### config.mk
export PLATFORM = sky130hd
export DESIGN_NAME = iox_expander
export DESIGN_NICKNAME = d
export VERILOG_FILES = /design/src/iox_fifo.v /design/src/iox_expander.v
export VERILOG_INCLUDE_DIRS = /design/src
export SDC_FILE = /design/constraint.sdc
export NUM_CORES = 1
export LEC_CHECK = 0
export BUFFER_PORTS_ARGS = -buffer_cell sky130_fd_sc_hd__buf_2
export CAP_MARGIN = 25
export CORE_AREA = 2 2 126 128
export DETAILED_ROUTE_END_ITERATION = 7
export DIE_AREA = 0 0 128 130
export PLACE_DENSITY = 0.65
export SYNTH_ARGS = -nofsm -noshare
export SYNTH_HDL_FRONTEND = slang
export SYNTH_SLANG_ARGS = --single-unit
### constraint.sdc
create_clock -name core_clk -period 5.8 [get_ports core_clk]
set_input_delay 0.29 -clock core_clk [delete_from_list [all_inputs] [get_ports core_clk]]
set_output_delay 0.29 -clock core_clk [all_outputs]
set_load 0.1 [all_outputs]
### src/iox_consts.vh
// Constants for the four-bit I2C port expander
`ifndef IOX_CONSTS_VH
`define IOX_CONSTS_VH
// Target address, seven bits
`define IOX_TARGET_ADDR 7'h41
// Register selection codes
`define IOX_SEL_INPUT 2'h0
`define IOX_SEL_OUTPUT 2'h1
`define IOX_SEL_POLARITY 2'h2
`define IOX_SEL_CONFIG 2'h3
// Reset values
`define IOX_RST_OUTPUT 4'hF
`define IOX_RST_POLARITY 4'h0
`define IOX_RST_CONFIG 4'hF
// Unused upper nibble reads as ones, except in the polarity register where it reads as zeros
`define IOX_UNUSED_HI 4'hF
// Bits per byte
`define IOX_BYTE_BITS 4'h8
// Write data FIFO shape
`define IOX_FIFO_WIDTH 8
`define IOX_FIFO_DEPTH 16
`define IOX_FIFO_AW 4
`endif

### src/iox_fifo.v
// Holds no logic: the write-data FIFO module sits beside the expander logic

### src/iox_expander.v
// Four-bit I2C port expander: bus target, registers and port drivers
`timescale 1ns/10ps
`include "iox_consts.vh"
// Summary of operation
// Pins come up as inputs after reset
// Pin direction follows configuration bit
// Input bits optionally inverted by polarity
// Input pin: drivers off, weak pullup
// Output pin driven from output register
// Reset loads defaults into registers, bus
// Always accept requests, track input pins
// Controller starts only on idle bus
// SDA falling, SCL high is start
// Address shifted in MSB first, R/W last
// Matching address acknowledged low ninth clock
// One bit per pulse; high-phase changes control
// SDA rising, SCL high is stop
// Any byte count, eight bits plus ack
// Transmitter releases SDA before ack clock
// Every received byte acknowledged
// Controller NACK ends read; device releases SDA
// Respond only to address 0x41
// Command byte low bits select register
// Config one input, zero output
module iox_expander (
    input wire core_clk,
    input wire rstn,
    input wire scl_in,
    input wire sda_in,
    output reg sda_out,
    output reg sda_oe,
    input wire [3:0] port_pins_in,
    output reg [3:0] port_pins_out,
    output reg [3:0] port_pins_oe,
    output reg busy
);
    // ==========================================
    // States
    localparam ST_IDLE = 3'h0;
    localparam ST_ADDR = 3'h1;
    localparam ST_AACK = 3'h2;
    localparam ST_WBYTE = 3'h3;
    localparam ST_WACK = 3'h4;
    localparam ST_RBYTE = 3'h5;
    localparam ST_RACK = 3'h6;

    // Register read mux
    function [7:0] reg_view;
        input [1:0] sel;
        input [3:0] inp;
        input [3:0] outp;
        input [3:0] pol;
        input [3:0] cfg;
        begin
            case (sel)
                `IOX_SEL_INPUT: reg_view = {`IOX_UNUSED_HI, inp ^ pol};
                `IOX_SEL_OUTPUT: reg_view = {`IOX_UNUSED_HI, outp};
                `IOX_SEL_POLARITY: reg_view = {4'h0, pol};
                default: reg_view = {`IOX_UNUSED_HI, cfg};
            endcase
        end
    endfunction

    // ==========================================
    // Input synchronisers
    reg scl_s1_reg, scl_s2_reg, scl_d_reg;
    reg sda_s1_reg, sda_s2_reg, sda_d_reg;
    reg [3:0] pin_s1_reg, pin_s2_reg;
    always @(posedge core_clk or negedge rstn) begin
        if (!rstn) begin
            scl_s1_reg <= 1'b1;
            scl_s2_reg <= 1'b1;
            scl_d_reg <= 1'b1;
            sda_s1_reg <= 1'b1;
            sda_s2_reg <= 1'b1;
            sda_d_reg <= 1'b1;
            pin_s1_reg <= 4'hF;
            pin_s2_reg <= 4'hF;
        end else begin
            scl_s1_reg <= scl_in;
            scl_s2_reg <= scl_s1_reg;
            scl_d_reg <= scl_s2_reg;
            sda_s1_reg <= sda_in;
            sda_s2_reg <= sda_s1_reg;
            sda_d_reg <= sda_s2_reg;
            pin_s1_reg <= port_pins_in;
            pin_s2_reg <= pin_s1_reg;
        end
    end

    // Bus event decode
    wire scl_rise = scl_s2_reg && !scl_d_reg;
    wire scl_fall = !scl_s2_reg && scl_d_reg;
    wire start_det = scl_s2_reg && scl_d_reg && sda_d_reg && !sda_s2_reg;
    wire stop_det = scl_s2_reg && scl_d_reg && !sda_d_reg && sda_s2_reg;

    // ==========================================
    // Registers
    reg [2:0] state_reg;
    reg [3:0] bit_cnt_reg;
    reg [7:0] shift_reg;
    reg rw_reg;
    reg cmd_seen_reg;
    reg [1:0] sel_reg;
    reg [3:0] out_reg;
    reg [3:0] pol_reg;
    reg [3:0] cfg_reg;
    reg [7:0] tx_reg;
    reg nack_reg;

    // FIFO carries received data bytes to the register writer
    wire fifo_in_ready;
    wire [7:0] fifo_out_data;
    wire fifo_out_valid;
    reg fifo_push;
    reg [7:0] fifo_push_data;
    iox_fifo #(
        .WIDTH(`IOX_FIFO_WIDTH),
        .DEPTH(`IOX_FIFO_DEPTH),
        .AW(`IOX_FIFO_AW)
    ) u_fifo (
        .core_clk(core_clk),
        .rstn(rstn),
        .in_data(fifo_push_data),
        .in_valid(fifo_push),
        .in_ready(fifo_in_ready),
        .out_data(fifo_out_data),
        .out_valid(fifo_out_valid),
        .out_ready(1'b1)
    );
    // Entries hold {sel, data nibble}; writer drains one per clock
    wire [1:0] wr_sel = fifo_out_data[5:4];
    wire [3:0] wr_val = fifo_out_data[3:0];
    // Byte offered to the controller, with the pins as sampled at load time
    wire [7:0] rd_view = reg_view(sel_reg, pin_s2_reg, out_reg, pol_reg, cfg_reg);

    // ==========================================
    // Bus target state machine
    always @(posedge core_clk or negedge rstn) begin
        if (!rstn) begin
            state_reg <= ST_IDLE;
            bit_cnt_reg <= 4'h0;
            shift_reg <= 8'h00;
            rw_reg <= 1'b0;
            cmd_seen_reg <= 1'b0;
            sel_reg <= `IOX_SEL_INPUT;
            tx_reg <= 8'h00;
            nack_reg <= 1'b0;
            sda_out <= 1'b0;
            sda_oe <= 1'b0;
            busy <= 1'b0;
            fifo_push <= 1'b0;
            fifo_push_data <= 8'h00;
        end else begin
            fifo_push <= 1'b0;
            if (start_det) begin
                // Start or repeated start; restart keeps sel_reg
                state_reg <= ST_ADDR;
                bit_cnt_reg <= 4'h0;
                sda_oe <= 1'b0;
                busy <= 1'b1;
            end else if (stop_det) begin
                state_reg <= ST_IDLE;
                sda_oe <= 1'b0;
                busy <= 1'b0;
            end else begin
                case (state_reg)
                    ST_IDLE: begin
                        sda_oe <= 1'b0;
                    end
                    ST_ADDR, ST_WBYTE: begin
                        if (scl_rise) begin
                            shift_reg <= {shift_reg[6:0], sda_s2_reg};
                            bit_cnt_reg <= bit_cnt_reg + 4'h1;
                        end else if (scl_fall && bit_cnt_reg == `IOX_BYTE_BITS) begin
                            bit_cnt_reg <= 4'h0;
                            if (state_reg == ST_ADDR) begin
                                if (shift_reg[7:1] == `IOX_TARGET_ADDR) begin
                                    rw_reg <= shift_reg[0];
                                    cmd_seen_reg <= 1'b0;
                                    sda_out <= 1'b0;
                                    sda_oe <= 1'b1;
                                    state_reg <= ST_AACK;
                                end else begin
                                    state_reg <= ST_IDLE;
                                    busy <= 1'b0;
                                end
                            end else begin
                                if (!cmd_seen_reg) begin
                                    sel_reg <= shift_reg[1:0];
                                    cmd_seen_reg <= 1'b1;
                                end else if (fifo_in_ready) begin
                                    fifo_push <= 1'b1;
                                    fifo_push_data <= {2'h0, sel_reg, shift_reg[3:0]};
                                end
                                sda_out <= 1'b0;
                                sda_oe <= 1'b1;
                                state_reg <= ST_WACK;
                            end
                        end
                    end
                    ST_AACK, ST_WACK: begin
                        if (scl_fall) begin
                            if (state_reg == ST_AACK && rw_reg) begin
                                // First read byte loaded as ack ends
                                tx_reg <= rd_view;
                                sda_out <= rd_view[7];
                                sda_oe <= ~rd_view[7];
                                bit_cnt_reg <= 4'h0;
                                state_reg <= ST_RBYTE;
                            end else begin
                                sda_oe <= 1'b0;
                                state_reg <= ST_WBYTE;
                            end
                        end
                    end
                    ST_RBYTE: begin
                        if (scl_fall) begin
                            if (bit_cnt_reg == `IOX_BYTE_BITS - 4'h1) begin
                                sda_oe <= 1'b0;
                                bit_cnt_reg <= 4'h0;
                                state_reg <= ST_RACK;
                            end else begin
                                tx_reg <= {tx_reg[6:0], 1'b0};
                                sda_out <= tx_reg[6];
                                sda_oe <= ~tx_reg[6]; // Open-drain: drive only lows
                                bit_cnt_reg <= bit_cnt_reg + 4'h1;
                            end
                        end
                    end
                    ST_RACK: begin
                        if (scl_rise) begin
                            nack_reg <= sda_s2_reg;
                        end else if (scl_fall) begin
                            if (nack_reg) begin
                                sda_oe <= 1'b0;
                                state_reg <= ST_IDLE;
                            end else begin
                                tx_reg <= rd_view;
                                sda_out <= rd_view[7];
                                sda_oe <= ~rd_view[7];
                                state_reg <= ST_RBYTE;
                            end
                        end
                    end
                    default: begin
                        state_reg <= ST_IDLE;
                        sda_oe <= 1'b0;
                    end
                endcase
            end
        end
    end

    // ==========================================
    // Register writer draining the FIFO
    always @(posedge core_clk or negedge rstn) begin
        if (!rstn) begin
            out_reg <= `IOX_RST_OUTPUT;
            pol_reg <= `IOX_RST_POLARITY;
            cfg_reg <= `IOX_RST_CONFIG;
        end else if (fifo_out_valid) begin
            case (wr_sel)
                `IOX_SEL_OUTPUT: out_reg <= wr_val;
                `IOX_SEL_POLARITY: pol_reg <= wr_val;
                `IOX_SEL_CONFIG: cfg_reg <= wr_val;
                default: out_reg <= out_reg; // Input register ignores writes
            endcase
        end
    end

    // ==========================================
    // Port pin drivers
    always @(posedge core_clk or negedge rstn) begin
        if (!rstn) begin
            port_pins_out <= `IOX_RST_OUTPUT;
            port_pins_oe <= 4'h0;
        end else begin
            port_pins_out <= out_reg;
            port_pins_oe <= ~cfg_reg;
        end
    end
endmodule // iox_expander

// Write-data FIFO with valid/ready on both sides
module iox_fifo #(
    parameter WIDTH = 8,
    parameter DEPTH = 16,
    parameter AW = 4
) (
    input wire core_clk,
    input wire rstn,
    input wire [WIDTH-1:0] in_data,
    input wire in_valid,
    output wire in_ready,
    output wire [WIDTH-1:0] out_data,
    output wire out_valid,
    input wire out_ready
);
    reg [WIDTH-1:0] mem [0:DEPTH-1];
    reg [AW:0] wr_ptr_reg;
    reg [AW:0] rd_ptr_reg;
    wire [AW:0] fill;
    assign fill = wr_ptr_reg - rd_ptr_reg;
    assign in_ready = (fill != DEPTH[AW:0]);
    assign out_valid = (fill != {(AW+1){1'b0}});
    assign out_data = mem[rd_ptr_reg[AW-1:0]];
    // ==========================================
    // Pointer and storage update
    always @(posedge core_clk or negedge rstn) begin
        if (!rstn) begin
            wr_ptr_reg <= {(AW+1){1'b0}};
            rd_ptr_reg <= {(AW+1){1'b0}};
        end else begin
            if (in_valid && in_ready) begin
                wr_ptr_reg <= wr_ptr_reg + 1'b1;
            end
            if (out_valid && out_ready) begin
                rd_ptr_reg <= rd_ptr_reg + 1'b1;
            end
        end
    end
    // Storage has no reset
    always @(posedge core_clk) begin
        if (in_valid && in_ready) begin
            mem[wr_ptr_reg[AW-1:0]] <= in_data;
        end
    end
endmodule // iox_fifo

==> flow_metrics.tcl <==
set metrics [dict create \
    status "finished, final reports clean" \
    hpwl_um 9900 \
    yosys.area_share.adder 0.0183 \
    critPathLaunchType "register" \
    critPathMaxStageDelay_ps 750 \
    die_x_um 128 \
    largest_register_ffs 96 \
    num-fill-cells 1253 \
    crit_required_ps 5850 \
    grt_max_degree 82 \
    yosysSeqAreaShare 0.655 \
    ys_seq_elements 177 \
    fp.coreArea_sq_um 15400 \
    viasPerCell 5.80 \
    grt_first_pass_wirelength_um 23800 \
    yosys-top-cells-area "edfxtp_1 (38%), dfrtp_1 (18%), dfstp_2 (9.1%)" \
    synthArstFlopShare 0.458 \
    grt.overflow.total 0 \
    drt-total-wl_um 14800 \
    routedWlPerCell_um 19.7 \
    reg2reg_depth 8 \
    ir_worst_vdd_mv 0.255 \
    finalHoldViolCount 0 \
    avgSynthCellArea_sq_um 14.5 \
    cp_slowest_cell "dfrtp_1" \
    die_height_um 130 \
    cellPowerDensity_nw_per_um2 297 \
    drive_above_1_share 0.258 \
    worstPathMaxFanout 17 \
    slew_violations 0 \
    clk_pin_slew_ps 70 \
    dr.pass1.iters 5 \
    ys_types 56 \
    max-cap-violations 0 \
    ioPinCount 19 \
    ant_nets 0 \
    netlist.top_cell.by_area "edfxtp_1" \
    fmax_mhz 242 \
    cts_tree "done" \
    synth_top_family_by_area "multiplexers" \
    htreeDepth 4 \
    postCtsSetupBuffers 0 \
    rsz0062_at_grt "false" \
    first_iter_violations 368 \
    grtUsageTotal 0.193 \
    synth_nets 538 \
    maxSlewHeadroom 0.428 \
    cts_inserted_buffers 17 \
    antenna_found_initial 0 \
    end_kind "register" \
    io_buffers 18 \
    row_count 46 \
    drcViolationCount 0 \
    crit_start "u_fifo.rd_ptr_reg[1]$_DFFE_PN0P_" \
    synth-edff-count 96 \
    crit_type "reg2reg" \
    place_congestion 0.909 \
    vias 4354 \
    r2r_start "u_fifo.rd_ptr_reg[1]$_DFFE_PN0P_" \
    diodes 0 \
    synthMuxAreaShare 0.136 \
    cts_resized 0 \
    path_cells "inv_1, ha_1, nor2b_1, o211ai_1, nand3_1, a31oi_1, nand2_1, nor3_1" \
    cts_buffer_depth 2 \
    yosys_most_used_dff "edfxtp_1" \
    syn_area_sq_um 7540 \
    worst-r2r-setup-slack_ps 1660 \
    synthXorXnorAreaFrac 0.0139 \
    setup_tns_ps 0 \
    syn_inst 519 \
    synth_common_cells "edfxtp_1 (96), dfrtp_1 (55), nand2_1 (45)" \
    worstSkewPairLatency_ps 430 \
    fin_crit_sh 0.713 \
    crit_arrival_ps 4190 \
    synth_warnings 0 \
    synth_compound_area_frac 0.0631 \
    clock-sinks 177 \
    hp-class "in2async" \
    finalCriticalPeriod_ps 4140 \
    finClkSkew_ps 14.6 \
    cts_root_buf "clkbuf_16" \
    fin_nets 565 \
    die-area_sq_um 16600 \
    synth.top_cell.area_share 0.382 \
    yosys.area_share.simple 0.0898 \
    tightest_slew_ps 854 \
    synth_most_common_cell "edfxtp_1" \
    r2r-end "u_fifo.mem[1][0]$_DFFE_PP_" \
    initial_core_util 0.489 \
    area_growth_pct 12.7 \
    post-route-util 0.551 \
    leakagePower_nw 3.00 \
    grt_pass1_vias 4423 \
    setup_viol 0 \
]
power by group:
group / switching, W / internal, W
Combinational: 0.0000304 / 0.0000209
Sequential: 0.0000130 / 0.00133
Clock: 0.000545 / 0.000585
layout make-up:
cell class,instances,area [sq um],area share
flip-flops and latches,177,4940,0.582
multi-input cells,301,2420,0.285
clock buffers,17,425,0.0501
well taps,192,240,0.0283
repair buffers,28,205,0.0241
clock inverters,15,181,0.0214
inverters,21,78.8,0.00928
metrics by stage:
| step | instance area, sq um | hold slack (ps) | total power, W | std cells | worst slack (ps) |
|---|---|---|---|---|---|
| after global placement | 7790 | 346 | 0.00141 | 711 | 1980 |
| after global routing | 8500 | 215 | 0.00261 | 751 | 1240 |
| after CTS | 8460 | 49.2 | 0.00255 | 749 | 1630 |
| after detailed placement | 7790 | 348 | 0.00142 | 711 | 1660 |
| after floorplan | 7540 | -5.59 | 0.00139 | 519 | 2440 |
| final | 8500 | 216 | 0.00252 | 751 | 1660 |
how the worst max path moves through the flow:
stage                            endpoint  slack [ps]  depth (start not counted)
2_1_floorplan  u_fifo.mem[3][0]$_DFFE_PP_        2440                         11
3_3_place_gp   u_fifo.mem[0][2]$_DFFE_PP_        1980                          8
3_5_place_dp   u_fifo.mem[1][1]$_DFFE_PP_        1660                          8
4_1_cts        u_fifo.mem[1][0]$_DFFE_PP_        1630                          8
5_1_grt        u_fifo.mem[1][0]$_DFFE_PP_        1240                          8
6_report       u_fifo.mem[1][0]$_DFFE_PP_        1660                          8
layer usage:
layer  global-route usage  vias up  share of wire
met5                    0        -              0
met4               0.0685        0          0.022
met3               0.0476       23          0.049
met2                0.305      135           0.48
met1                0.264     2213           0.44
li1                     -     1983              -
cell families after synthesis:
group           after synthesis
fa+ha+maj                    11
compound gates               73
xor+xnor                     12
mux                          68
flops                       177
buf+inv                      41
simple gates                137
placed cells by master, fill, tap and decap left out, drive strengths merged, types with 4 or more instances in the layout:
cell | synthesis | final
mux2 | 36 | 36
mux2i | 9 | 9
a21oi | 14 | 14
nand3 | 10 | 10
dfstp | 26 | 26
xnor2 | 9 | 9
mux4 | 23 | 23
dlygate4sd3 | 0 | 7
a31oi | 10 | 10
ha | 11 | 11
dfrtp | 55 | 55
nor2b | 9 | 9
o211ai | 4 | 4
nand2 | 45 | 45
edfxtp | 96 | 96
clkinv | 1 | 9
buf | 9 | 21
nand2b | 8 | 8
nor2 | 30 | 30
nand4 | 4 | 4
o21ai | 24 | 24
nor3 | 11 | 11
clkbuf | 11 | 17
inv | 20 | 27
and3 | 8 | 8
what timing repair did:
| action | in CTS | in global routing |
|---|---|---|
| setup endpoints to repair | 0 | 0 |
| hold buffers | 6 | 1 |
| hold endpoints to repair | 6 | 55 |
critical path: cells and delay by family (launching register included):
family | cells | cell delay, ps
and+or+nand+nor | 4 | 1330
AOI/OAI and AO/OA | 2 | 930
DFF | 1 | 750
adders and majority gates | 1 | 400
buffers and inverters | 1 | 340
Power figures use the tool's default switching activity.
